File: src/include/spk_pkg.sv
// Purpose: shared constants and types for the speaker output path
// Assumes: 200 MHz system clock, 16-bit register port
// Notes: offsets are the printed byte addresses
package spk_pkg;
    localparam int unsigned CLK_HZ = 200000000;
    localparam int ADDR_W = 28;
    localparam int DATA_W = 16;
    localparam int SMP_W = 10;
    localparam logic [27:0] ADDR_STAGING = 28'hb000162;
    localparam logic [27:0] ADDR_OUTPUT = 28'hb000166;
    localparam logic [27:0] ADDR_CONTROL = 28'hb000168;
    localparam logic [27:0] ADDR_RATE = 28'hb00016a;
    // sequence and status words are placed after the rate word, the mask word below the staging word
    localparam logic [27:0] ADDR_SEQUENCE = 28'hb00016c;
    localparam logic [27:0] ADDR_IRQ_STATUS = 28'hb00016e;
    localparam logic [27:0] ADDR_IRQ_MASK = 28'hb000160;
    localparam logic [9:0] SAMPLE_RESET = 10'h200;
    localparam int CTL_VREF_BIT = 15;
    localparam int CTL_RUN_BIT = 3;
    localparam int CTL_STOP_BIT = 1;
    localparam int SEQ_ENABLE_BIT = 0;
    localparam int IRQ_W = 2;
    localparam int IRQ_PAGE_BIT = 0;
    localparam int IRQ_STOP_BIT = 1;
    localparam logic [2:0] RATE_11K = 3'h0;
    localparam logic [2:0] RATE_22K = 3'h1;
    localparam logic [2:0] RATE_44K = 3'h2;
    localparam logic [2:0] RATE_8K = 3'h4;
    localparam int unsigned SPS_11K = 11025;
    localparam int unsigned SPS_22K = 22050;
    localparam int unsigned SPS_44K = 44100;
    localparam int unsigned SPS_8K = 8000;
    localparam int PER_W = 16;
    localparam logic [15:0] PER_11K = 16'(CLK_HZ / SPS_11K);
    localparam logic [15:0] PER_22K = 16'(CLK_HZ / SPS_22K);
    localparam logic [15:0] PER_44K = 16'(CLK_HZ / SPS_44K);
    localparam logic [15:0] PER_8K = 16'(CLK_HZ / SPS_8K);
    localparam int PAGE_WORDS = 2048;
    typedef struct packed {
        logic [27:0] addr;
        logic [15:0] wdata;
        logic wr;
        logic rd;
    } spk_bus_s;
    typedef enum logic [1:0] {SPK_IDLE, SPK_RUN, SPK_HALT} spk_state_e;
endpackage : spk_pkg

File: src/hw/spk_output_path.sv
// Purpose: speaker output path: staging, output word, control, rate
// Assumes: register port with read data one cycle after the strobe
// Notes: dma words arrive as a request/acknowledge pair
//
// The implementer's own choice: the plain strobed port.
`timescale 1ns/100ps
`default_nettype none
module spk_output_path #(
    parameter int PAGE_WORDS = spk_pkg::PAGE_WORDS
) (
    input wire logic CLK,
    input wire logic RST_N,
    input wire logic [27:0] ADDR,
    input wire logic [15:0] WDATA,
    input wire logic WR,
    input wire logic RD,
    output logic [15:0] RDATA,
    output logic DMA_REQ,
    input wire logic DMA_ACK,
    input wire logic [15:0] DMA_DATA,
    output logic [9:0] DAC_SAMPLE,
    output logic DAC_LOAD,
    output logic DAC_VREF_EN,
    output logic IRQ
);
    localparam int PCNT_W = $clog2(2 * PAGE_WORDS) + 1;

    logic [1:0] rst_sync_q;
    logic rst_n;
    spk_pkg::spk_bus_s bus;
    logic [9:0] staged_q, staged_d, outw_q, outw_d;
    logic staged_full_q, staged_full_d, out_full_q, out_full_d;
    logic vref_q, vref_d, stop_sel_q, stop_sel_d, enable_q, enable_d;
    logic [2:0] rate_q, rate_d;
    logic [spk_pkg::IRQ_W-1:0] stat_q, stat_d, mask_q, mask_d;
    logic [PCNT_W-1:0] pcnt_q, pcnt_d;
    spk_pkg::spk_state_e st_q, st_d;
    logic [15:0] rdata_d;
    logic req_d, load_d, irq_d, tick, running;
    logic take;
    logic [spk_pkg::IRQ_W-1:0] ev;

    always_ff @(posedge CLK or negedge RST_N) begin
        if (!RST_N) begin
            rst_sync_q <= 2'h0;
        end else begin
            rst_sync_q <= {rst_sync_q[0], 1'b1};
        end
    end
    assign rst_n = rst_sync_q[1];

    assign bus = '{addr: ADDR, wdata: WDATA, wr: WR, rd: RD};
    // running is the state itself, so a halted path reads as stopped
    assign running = (st_q == spk_pkg::SPK_RUN);

    spk_rate_tick u_tick (
        .clk(CLK),
        .rst_n(rst_n),
        .run(running),
        .rate_sel(rate_q),
        .tick(tick)
    );

    always_comb begin
        staged_d = staged_q;
        staged_full_d = staged_full_q;
        outw_d = outw_q;
        out_full_d = out_full_q;
        vref_d = vref_q;
        stop_sel_d = stop_sel_q;
        enable_d = enable_q;
        rate_d = rate_q;
        mask_d = mask_q;
        stat_d = stat_q;
        pcnt_d = pcnt_q;
        st_d = st_q;
        load_d = 1'b0;
        ev = '0;
        // a dma word only lands in an empty staging slot
        take = DMA_REQ && DMA_ACK && !staged_full_q;
        if (take) begin
            staged_d = DMA_DATA[spk_pkg::SMP_W-1:0];
            staged_full_d = 1'b1;
            pcnt_d = pcnt_q + 1'b1;
        end
        if (tick && out_full_q) begin
            load_d = 1'b1;
            out_full_d = 1'b0;
        end
        if (!out_full_d && staged_full_d) begin
            outw_d = staged_d;
            out_full_d = 1'b1;
            staged_full_d = 1'b0;
        end
        unique case (st_q)
            spk_pkg::SPK_IDLE: begin
                if (enable_q) begin
                    st_d = spk_pkg::SPK_RUN;
                    pcnt_d = '0;
                end
            end
            spk_pkg::SPK_RUN: begin
                // only the word that reaches a boundary is an event,
                // otherwise a parked count would re-raise a cleared flag
                if (take && pcnt_d == PCNT_W'(PAGE_WORDS)) begin
                    ev[spk_pkg::IRQ_PAGE_BIT] = 1'b1;
                    if (stop_sel_q) begin
                        st_d = spk_pkg::SPK_HALT;
                        ev[spk_pkg::IRQ_STOP_BIT] = 1'b1;
                    end
                end else if (take && pcnt_d == PCNT_W'(2 * PAGE_WORDS)) begin
                    ev[spk_pkg::IRQ_PAGE_BIT] = 1'b1;
                    st_d = spk_pkg::SPK_HALT;
                    ev[spk_pkg::IRQ_STOP_BIT] = 1'b1;
                end
            end
            spk_pkg::SPK_HALT: begin
                // stays put until software drops and raises the enable
                st_d = spk_pkg::SPK_HALT;
            end
            default: begin
                st_d = spk_pkg::SPK_IDLE;
            end
        endcase
        stat_d = stat_q | ev;
        if (bus.wr) begin
            unique case (bus.addr)
                spk_pkg::ADDR_STAGING: if (enable_q) begin
                    staged_d = bus.wdata[9:0];
                    staged_full_d = 1'b1;
                end
                spk_pkg::ADDR_OUTPUT: if (enable_q) begin
                    outw_d = bus.wdata[9:0];
                    out_full_d = 1'b1;
                end
                spk_pkg::ADDR_CONTROL: begin
                    vref_d = bus.wdata[spk_pkg::CTL_VREF_BIT];
                    stop_sel_d = bus.wdata[spk_pkg::CTL_STOP_BIT];
                end
                spk_pkg::ADDR_RATE: rate_d = bus.wdata[2:0];
                spk_pkg::ADDR_SEQUENCE: begin
                    enable_d = bus.wdata[spk_pkg::SEQ_ENABLE_BIT];
                end
                spk_pkg::ADDR_IRQ_STATUS: begin
                    // an event in the same cycle beats the clear
                    stat_d = stat_d & ~(bus.wdata[spk_pkg::IRQ_W-1:0] & ~ev);
                end
                spk_pkg::ADDR_IRQ_MASK: mask_d = bus.wdata[1:0];
                default: ;
            endcase
        end
        if (!enable_d) begin
            staged_d = spk_pkg::SAMPLE_RESET;
            outw_d = spk_pkg::SAMPLE_RESET;
            staged_full_d = 1'b0;
            out_full_d = 1'b0;
            st_d = spk_pkg::SPK_IDLE;
        end
        req_d = (st_d == spk_pkg::SPK_RUN) && !staged_full_d;
        irq_d = |(stat_d & mask_d);
    end

    always_comb begin
        rdata_d = 16'h0;
        if (bus.rd) begin
            unique case (bus.addr)
                spk_pkg::ADDR_STAGING: rdata_d[9:0] = staged_q;
                spk_pkg::ADDR_OUTPUT: rdata_d[9:0] = outw_q;
                spk_pkg::ADDR_CONTROL: begin
                    rdata_d[spk_pkg::CTL_VREF_BIT] = vref_q;
                    rdata_d[spk_pkg::CTL_RUN_BIT] = running;
                    rdata_d[spk_pkg::CTL_STOP_BIT] = stop_sel_q;
                end
                spk_pkg::ADDR_RATE: rdata_d[2:0] = rate_q;
                spk_pkg::ADDR_SEQUENCE: rdata_d[0] = enable_q;
                spk_pkg::ADDR_IRQ_STATUS: rdata_d[1:0] = stat_q;
                spk_pkg::ADDR_IRQ_MASK: rdata_d[1:0] = mask_q;
                default: rdata_d = 16'h0;
            endcase
        end
    end

    // data path: both sample words, their full flags and the word count
    always_ff @(posedge CLK or negedge rst_n) begin
        if (!rst_n) begin
            staged_q <= spk_pkg::SAMPLE_RESET;
            outw_q <= spk_pkg::SAMPLE_RESET;
            staged_full_q <= 1'b0;
            out_full_q <= 1'b0;
            pcnt_q <= '0;
            st_q <= spk_pkg::SPK_IDLE;
        end else begin
            staged_q <= staged_d;
            outw_q <= outw_d;
            staged_full_q <= staged_full_d;
            out_full_q <= out_full_d;
            pcnt_q <= pcnt_d;
            st_q <= st_d;
        end
    end

    // software-visible control, rate and interrupt state
    always_ff @(posedge CLK or negedge rst_n) begin
        if (!rst_n) begin
            vref_q <= 1'b0;
            stop_sel_q <= 1'b0;
            enable_q <= 1'b0;
            rate_q <= spk_pkg::RATE_11K;
            stat_q <= '0;
            mask_q <= '0;
        end else begin
            vref_q <= vref_d;
            stop_sel_q <= stop_sel_d;
            enable_q <= enable_d;
            rate_q <= rate_d;
            stat_q <= stat_d;
            mask_q <= mask_d;
        end
    end

    // pins come straight from flops so the far side never sees a glitch
    always_ff @(posedge CLK or negedge rst_n) begin
        if (!rst_n) begin
            RDATA <= 16'h0;
            DMA_REQ <= 1'b0;
            DAC_SAMPLE <= spk_pkg::SAMPLE_RESET;
            DAC_LOAD <= 1'b0;
            DAC_VREF_EN <= 1'b0;
            IRQ <= 1'b0;
        end else begin
            RDATA <= rdata_d;
            DMA_REQ <= req_d;
            DAC_SAMPLE <= outw_d;
            DAC_LOAD <= load_d;
            DAC_VREF_EN <= vref_d;
            IRQ <= irq_d;
        end
    end
endmodule : spk_output_path
`default_nettype wire

File: src/hw/spk_rate_tick.sv
// Purpose: conversion period timer for the speaker converter
// Assumes: active-low reset from the top, asserted at once and released in step with clk
// Notes: reserved codes fall back to the default 11.025 ksps rate
`timescale 1ns/100ps
`default_nettype none
module spk_rate_tick (
    input wire logic clk,
    input wire logic rst_n,
    input wire logic run,
    input wire logic [2:0] rate_sel,
    output logic tick
);
    logic [spk_pkg::PER_W-1:0] cnt_q, cnt_d, period;
    logic tick_d;

    always_comb begin
        unique case (rate_sel)
            spk_pkg::RATE_22K: period = spk_pkg::PER_22K;
            spk_pkg::RATE_44K: period = spk_pkg::PER_44K;
            spk_pkg::RATE_8K: period = spk_pkg::PER_8K;
            default: period = spk_pkg::PER_11K;
        endcase
        cnt_d = cnt_q;
        tick_d = 1'b0;
        if (!run) begin
            cnt_d = '0;
        end else if (cnt_q >= period - 16'h1) begin
            cnt_d = '0;
            tick_d = 1'b1;
        end else begin
            cnt_d = cnt_q + 16'h1;
        end
    end

    always_ff @(posedge clk or negedge rst_n) begin
        if (!rst_n) begin
            cnt_q <= '0;
            tick <= 1'b0;
        end else begin
            cnt_q <= cnt_d;
            tick <= tick_d;
        end
    end
endmodule : spk_rate_tick
`default_nettype wire

File: config.mk
export PLATFORM = sky130hd
export DESIGN_NAME = spk_output_path
export DESIGN_NICKNAME = d
export VERILOG_FILES = /design/src/include/spk_pkg.sv /design/src/hw/spk_output_path.sv /design/src/hw/spk_rate_tick.sv
export SDC_FILE = /design/constraint.sdc
export NUM_CORES = 1
export LEC_CHECK = 0
export ABC_AREA = 1
export BUFFER_PORTS_ARGS = -buffer_cell sky130_fd_sc_hd__buf_2
export CAP_MARGIN = 20
export CELL_PAD_IN_SITES_DETAIL_PLACEMENT = 2
export CELL_PAD_IN_SITES_GLOBAL_PLACEMENT = 2
export CORE_ASPECT_RATIO = 0.9
export CORE_UTILIZATION = 32
export DETAILED_ROUTE_END_ITERATION = 8
export PLACE_DENSITY_LB_ADDON = 0.1
export SYNTH_ARGS = -nofsm -noshare
export SYNTH_HDL_FRONTEND = slang
export SYNTH_SLANG_ARGS = --single-unit
export TNS_END_PERCENT = 100
File: constraint.sdc
create_clock -name CLK -period 3 [get_ports CLK]
set_input_delay 0.6 -clock CLK [delete_from_list [all_inputs] [get_ports CLK]]
set_output_delay 0.6 -clock CLK [all_outputs]
set_load 0.03 [all_outputs]
==> results of run 1 <==
[state kept, by name, indices dropped and copies added, names as in the netlist]
name,flops
RDATA,11
IRQ,1
u_tick.cnt_q,16
staged_full_q,1
staged_q,10
DAC_LOAD,1
rate_q,3
DAC_SAMPLE,10
DAC_VREF_EN,1
st_q,2
pcnt_q,13
stat_q,2
out_full_q,1
DMA_REQ,1
stop_sel_q,1
rst_sync_q,2
u_tick.tick,1
enable_q,1
mask_q,2
[metal layers]
layer	GRT usage	up-vias	wire [um]
met3	0.0435	11	415
li1	-	2062	-
met4	0.0557	0	152
met2	0.388	60	7440
met1	0.246	2166	6210
met5	0	-	0
[stage by stage]
stage                     worst slack (ns)   util
after global routing               -0.0175  0.399
after CTS                            0.124  0.396
after floorplan                      0.350      -
after global placement               0.372  0.373
final                                0.287  0.399
after detailed placement             0.221  0.373
[cells in the mapped netlist, types with 7 or more instances]
library cell               number
sky130_fd_sc_hd__o211ai_1      13
sky130_fd_sc_hd__o21ai_1       15
sky130_fd_sc_hd__inv_1         73
sky130_fd_sc_hd__nand3_1       30
sky130_fd_sc_hd__xor2_1        11
sky130_fd_sc_hd__nor2_2        10
sky130_fd_sc_hd__o21ai_0       21
sky130_fd_sc_hd__nor3_1         9
sky130_fd_sc_hd__ha_1          19
sky130_fd_sc_hd__nand2_1      131
sky130_fd_sc_hd__nor2_1        86
sky130_fd_sc_hd__a21oi_1       17
sky130_fd_sc_hd__inv_2          8
sky130_fd_sc_hd__nand4_1        7
sky130_fd_sc_hd__dfrtp_1       78
[path summary, 6_finish.rpt]
kind                                          from  slack [ns]                    endpoint  depth (start not counted)
max reg2reg                  rate_q[0]$_DFFE_PN0P_        0.29  u_tick.cnt_q[12]$_DFF_PN0_                         19
max in group asynchronous  rst_sync_q[1]$_DFF_PN0_        2.19     DAC_SAMPLE[9]$_DFF_PN1_                          1
min reg2reg                rst_sync_q[1]$_DFF_PN0_        0.18         pcnt_q[2]$_DFF_PN0_                          0
min in group CLK           rst_sync_q[0]$_DFF_PN0_        0.37     rst_sync_q[1]$_DFF_PN0_                          0
max                          rate_q[0]$_DFFE_PN0P_        0.29  u_tick.cnt_q[12]$_DFF_PN0_                         19
min                                          RST_N        0.02     rst_sync_q[1]$_DFF_PN0_                          1
[where the power goes]
group          internal [mW]  total (mW)  switching (mW)
logic                 0.0338      0.0944          0.0605
registers               1.08        1.08         0.00453
clock network          0.740        1.24           0.498
[final cells by class]
cell class	instances	area (um2)
Fill cell	1672	8470
Sequential cell	80	2010
Clock inverter	7	104
Clock buffer	9	225
Tap cell	193	241
Multi-Input combinational cell	420	2270
Timing Repair Buffer	88	485
Inverter	81	304
[logic make-up after synthesis]
logic type | synth area share
AOI/OAI and AO/OA | 0.0991
muxes | 0.0156
other | 0.00162
buffers and inverters | 0.0883
DFF | 0.431
and+or+nand+nor | 0.283
adders and majority gates | 0.0511
xor gates and xnor gates | 0.0301
[critical path, delay by kind of cell, from the launching register on]
kind | cells | cell delay, ns
fa+ha+maj | 2 | 0.54
simple gates | 10 | 0.83
flops | 1 | 0.42
buf+inv | 4 | 0.43
compound gates | 3 | 0.39
[what timing repair did]
action,4_1_cts,5_1_grt
buffers inserted,0,1
resized for setup,0,2
setup endpoints to repair,0,16
==> run_results.csv, run 1 <==
group,metric,value,unit
power,fin_total_pwr,2.42,mW
timing,timing_max_transition_violations_final,0,
synth,count_of_state_elements_after_synthesis,80,
timing,post-route-period-util,0.904,
place,postPlaceCellArea,0.00526,mm2
cts,cts-htree-levels,3,
synth,synthesis.area_per_instance,7.86,um2
timing,fmax,0.369,GHz
floorplanning,die_width,129,um
worst_setup_path,timing.critical_path.to_type,"flip-flop",
power,worst_case_vdd_ir_drop,258,uV
worst_setup_path,worst-path-max-fanout,10,
synth,synthesis.yosys.warnings,0,
route,route.antenna.remaining_nets,0,
route,drc_errors,0,
route,vias_per_cell,4.90,
route,route.vias.total,4299,
worst_setup_path,arrival,2.95,ns
cts,cts_hold_buffers,0,
floorplanning,initial_core_util,0.329,
cts,cts_root_buf,"sky130_fd_sc_hd__clkbuf_16",
place,count_of_port_buffers_added_during_placement,78,
timing,fin_setup_tns,0,ns
synth,synth.lib_cells_used.distinct,46,
worst_setup_path,max_stage_delay,0.42,ns
global_routing,initial_antenna_violation_count,0,
power,power.density_cell_area,429,mW/mm2
global_routing,grt_first_pass_wirelength,23.9,mm
synth,synthesis.instances,591,
place,dpl.cell_count,860,
floorplanning,std_cell_rows,41,
cts,cts.reportedPaths.clkPinSlew,0.07,ns
timing,timing.clock.skew,0.00908,ns
route,dr.pass1.iters,4,
min_path,holdCritPathClass,"input pin to async pin",
worst_setup_path,cp_slowest_cell,"sky130_fd_sc_hd__dfrtp_1",
floorplanning,ioPinCount,95,
timing,report.final.setup_viol,0,
floorplanning,floorplan.die.height,116,um
cts,tritoncts_clock_tree,"yes",
synth,synth-main-ff-cell,"sky130_fd_sc_hd__dfrtp_1",
route,wl_per_cell,16.2,um
synth,synth-edff-count,0,
timing,timing.final.crit_period,2.71,ns
layout,final_design_area_no_fill,0.00563,mm2
status,status,"finished, final reports clean",
layout,final_cell_mix,"131 x sky130_fd_sc_hd__nand2_1, 86 x sky130_fd_sc_hd__nor2_1, 78 x sky130_fd_sc_hd__buf_2",
power,p_leak,2.93,nW
layout,fin_cells,878,
place,place.gp.congestion,0.767,
global_routing,grt_start_max_net_pins,79,
synth,post-synth-top-area-fraction,0.420,
synth,synth_seq_area_share,0.431,
global_routing,via_count_of_the_first_global_routing_pass,4796,
global_routing,grt-ovfl-total,0,
cts,clkLatencyLatePin,0.35,ns
route,drtIter0Drc,95,
global_routing,groute.usage.overall,0.210,
timing,hold_viol_final,0,
cts,tritoncts_num_sinks,80,
floorplanning,placeableCoreArea,0.0141,mm2
layout,layout.cells.most_common,"sky130_fd_sc_hd__nand2_1",
timing,fin_hold_ws,0.0235,ns
synth,yosysTopAreaCell,"sky130_fd_sc_hd__dfrtp_1",
place,dp_hpwl,10.7,mm
worst_setup_path,worst_path_most_repeated_cell,"sky130_fd_sc_hd__nand2_1",
worst_setup_path,critical_path_required,3.24,ns
worst_setup_path,timing.critical_path.cells,"inv_1 > nor3_2 > inv_1 > nand2_1 > inv_1 > ha_1 > ha_1 > o21ai_0 > a21oi_1 > nor2_1 > o21ai_0 > nand2_1 > nand2_1 > nand2_1 > nand2_1 > nand2_1 > nand3_1 > buf_4 > nor2_1",
layout,final_layout_size_suffix_gt1_frac,0.210,
synth,ys_top_cells_by_area,"sky130_fd_sc_hd__dfrtp_1 42%, sky130_fd_sc_hd__nand2_1 11%, sky130_fd_sc_hd__nor2_1 6.9%",
layout,num-nets-final,764,
floorplanning,design.die.area,0.0150,mm2
synth,ys_async_sr_fraction,1.00,
layout,num_antenna_cells,0,
worst_setup_path,path_class,"flip-flop to flip-flop",
cts,number_of_buffers_created_by_cts,9,
worst_setup_path,setup.worst_path.start_class,"flip-flop",
cts,buffers_from_clock_root_to_sink_at_most,2,
route,detail_route.wirelength,14.2,mm
flow_run,maxCapViolCount,0,
synth,mappedNetlistArea,0.00465,mm2
layout,area.growth.synth_to_final,21.2,%
(Power assumes the default switching activity.)
==> inputs of run 2 (changes only) <==
Settings changed: MAX_ROUTING_LAYER set to met4.
==> run_results.csv, run 2 (same netlist as run 1, synthesis figures left out) <==
group,metric,value,unit
timing,timing.clock.skew,0.00958,ns
worst_setup_path,max_stage_delay,0.42,ns
cts,buffers_from_clock_root_to_sink_at_most,2,
layout,area.growth.synth_to_final,21.4,%
route,drc_errors,0,
worst_setup_path,worst_path_most_repeated_cell,"sky130_fd_sc_hd__nand2_1",
status,status,"finished, final reports clean",
timing,post-route-period-util,0.893,
worst_setup_path,timing.critical_path.to_type,"flip-flop",
place,dp_hpwl,10.7,mm
cts,cts.reportedPaths.clkPinSlew,0.07,ns
cts,clkLatencyLatePin,0.35,ns
route,vias_per_cell,4.88,
route,detail_route.wirelength,14.3,mm
place,count_of_port_buffers_added_during_placement,78,
floorplanning,design.die.area,0.0150,mm2
worst_setup_path,critical_path_required,3.24,ns
worst_setup_path,critical-path-top-delay-family,"simple AND/OR/NAND/NOR gates",
place,dpl.cell_count,860,
global_routing,grt_first_pass_wirelength,24.0,mm
power,worst_case_vdd_ir_drop,256,uV
floorplanning,ioPinCount,95,
layout,largest_registers,"u_tick.cnt_q x16, pcnt_q x13, RDATA x11",
route,route.antenna.remaining_nets,0,
worst_setup_path,worst-path-buf-inv,3,
flow_run,maxCapViolCount,0,
worst_setup_path,r2r_setup_slack,0.32,ns
floorplanning,floorplan.die.height,116,um
layout,layout.cells.most_common,"sky130_fd_sc_hd__nand2_1",
worst_setup_path,path_class,"flip-flop to flip-flop",
cts,tritoncts_clock_tree,"yes",
route,dr.pass1.iters,4,
power,p_leak,2.93,nW
global_routing,grt-ovfl-total,0,
worst_setup_path,timing.critical_path.cells,"nor3_2 > inv_1 > nand2_1 > inv_1 > ha_1 > ha_1 > o21ai_0 > a21oi_1 > nor2_1 > o21ai_0 > nand2_1 > nand2_1 > nand2_1 > nand2_1 > nand2_1 > nand3_1 > buf_4 > nor2_1",
cts,cts-htree-levels,3,
timing,fmax,0.373,GHz
floorplanning,initial_core_util,0.329,
timing,unrepaired_setup_endpoints_after_global_routing,"no",
layout,fillCellCount,1672,
layout,final_layout_size_suffix_gt1_frac,0.211,
worst_setup_path,ff2ff_path_depth,18,
worst_setup_path,setup.worst_path.start_class,"flip-flop",
layout,area_occupied_by_multi_input_gates,0.00227,mm2
floorplanning,placeableCoreArea,0.0141,mm2
worst_setup_path,cp_slowest_cell,"sky130_fd_sc_hd__dfrtp_1",
cts,number_of_buffers_created_by_cts,9,
global_routing,grt_start_max_net_pins,79,
floorplanning,die_width,129,um
global_routing,initial_antenna_violation_count,0,
timing,timing.final.crit_period,2.68,ns
global_routing,via_count_of_the_first_global_routing_pass,4795,
timing,timing_max_transition_violations_final,0,
cts,tritoncts_num_sinks,80,
place,place.gp.congestion,0.777,
min_path,holdCritPathClass,"input pin to async pin",
layout,fin_cells,879,
layout,num-nets-final,765,
layout,largest_register,"u_tick.cnt_q",
route,wl_per_cell,16.2,um
worst_setup_path,cp-startpoint,"rate_q[2]$_DFFE_PN0P_",
layout,num_antenna_cells,0,
cts,cts_root_buf,"sky130_fd_sc_hd__clkbuf_16",
worst_setup_path,worstReg2RegEnd,"u_tick.cnt_q[13]$_DFF_PN0_",
global_routing,groute.usage.overall,0.216,
floorplanning,std_cell_rows,41,
timing,hold_viol_final,0,
route,drtIter0Drc,97,
layout,largest_register_ff_count,16,
worst_setup_path,reg2reg_from,"rate_q[2]$_DFFE_PN0P_",
timing,fin_setup_tns,0,ns
timing,report.final.setup_viol,0,
worst_setup_path,worst-path-max-fanout,10,
layout,seqCellArea,0.00201,mm2
layout,final_cell_mix,"131 x sky130_fd_sc_hd__nand2_1, 86 x sky130_fd_sc_hd__nor2_1, 78 x sky130_fd_sc_hd__buf_2",
power,power.density_cell_area,428,mW/mm2
worst_setup_path,levels_on_crit_path,18,
worst_setup_path,arrival,2.92,ns
worst_setup_path,critPathCapture,"u_tick.cnt_q[13]$_DFF_PN0_",
route,route.vias.total,4292,
==> run 2: cell count changes in the layout (fill, tap and decap cells not counted) <==
cell,before,now
sky130_fd_sc_hd__buf_4,9,10
==> run 2: per-stage QoR <==
step	util	setup WS (ns)	hold slack [ns]	total power, mW	instance area [um2]
6_report	0.400	0.321	0.0246	2.41	5640
5_1_grt	0.400	0.0101	0.0122	2.50	5640
4_1_cts	0.396	0.124	0.0124	2.45	5590
3_5_place_dp	0.373	0.221	0.359	1.20	5260
3_3_place_gp	0.373	0.372	0.338	1.19	5260
2_1_floorplan	-	0.350	0.304	1.15	4670
==> run 2: repair_timing <==
item / CTS / global route
resized for setup: 0 / 2
setup endpoints to repair: 0 / 16
hold buffers: 0 / 0
buffers inserted: 0 / 2
==> run 2: cell type report <==
type,count,share of cell area
clock buffers,9,0.0399
clock inverters,7,0.0184
inverters,81,0.0539
multi-input cells,420,0.402
flip-flops and latches,80,0.356
well taps,193,0.0428
repair buffers,89,0.0874
==> run 2: layer usage <==
metal  wire length, um  GRT usage  share of wire  up-vias
li1                  -          -              -     2064
met1              6240      0.247           0.44     2156
met2              7460      0.388           0.52       63
met3               418     0.0426          0.029        9
met4               149     0.0557          0.010        0
met5                 0          -              0        -
==> run 2: how the worst min path moves through the flow <==
stage / end / slack (ns) / cells past startpoint
final: rst_sync_q[1]$_DFF_PN0_ / 0.02 / 1
after global routing: rst_sync_q[1]$_DFF_PN0_ / 0.01 / 1
after CTS: rst_sync_q[1]$_DFF_PN0_ / 0.01 / 1
after detailed placement: rst_sync_q[1]$_DFF_PN0_ / 0.36 / 0
after global placement: rst_sync_q[1]$_DFF_PN0_ / 0.34 / 0
after floorplan: rst_sync_q[0]$_DFF_PN0_ / 0.30 / 0
==> run 2: where the power goes <==
| group | total, mW | switching, mW | internal (mW) |
|---|---|---|---|
| Clock | 1.24 | 0.496 | 0.740 |
| Combinational | 0.0946 | 0.0608 | 0.0338 |
| Sequential | 1.08 | 0.00453 | 1.08 |
| Total | 2.41 | 0.561 | 1.85 |
==> run 2: worst register-to-register path: stages (launching register included) <==
cell,delay (ns)
sky130_fd_sc_hd__dfrtp_1,0.42
sky130_fd_sc_hd__nor3_2,0.23
sky130_fd_sc_hd__inv_1,0.13
sky130_fd_sc_hd__nand2_1,0.10
sky130_fd_sc_hd__inv_1,0.05
sky130_fd_sc_hd__ha_1,0.27
sky130_fd_sc_hd__ha_1,0.27
sky130_fd_sc_hd__o21ai_0,0.09
sky130_fd_sc_hd__a21oi_1,0.15
sky130_fd_sc_hd__nor2_1,0.05
sky130_fd_sc_hd__o21ai_0,0.14
sky130_fd_sc_hd__nand2_1,0.08
sky130_fd_sc_hd__nand2_1,0.07
sky130_fd_sc_hd__nand2_1,0.05
sky130_fd_sc_hd__nand2_1,0.06
sky130_fd_sc_hd__nand2_1,0.06
sky130_fd_sc_hd__nand3_1,0.09
sky130_fd_sc_hd__buf_4,0.19
sky130_fd_sc_hd__nor2_1,0.06
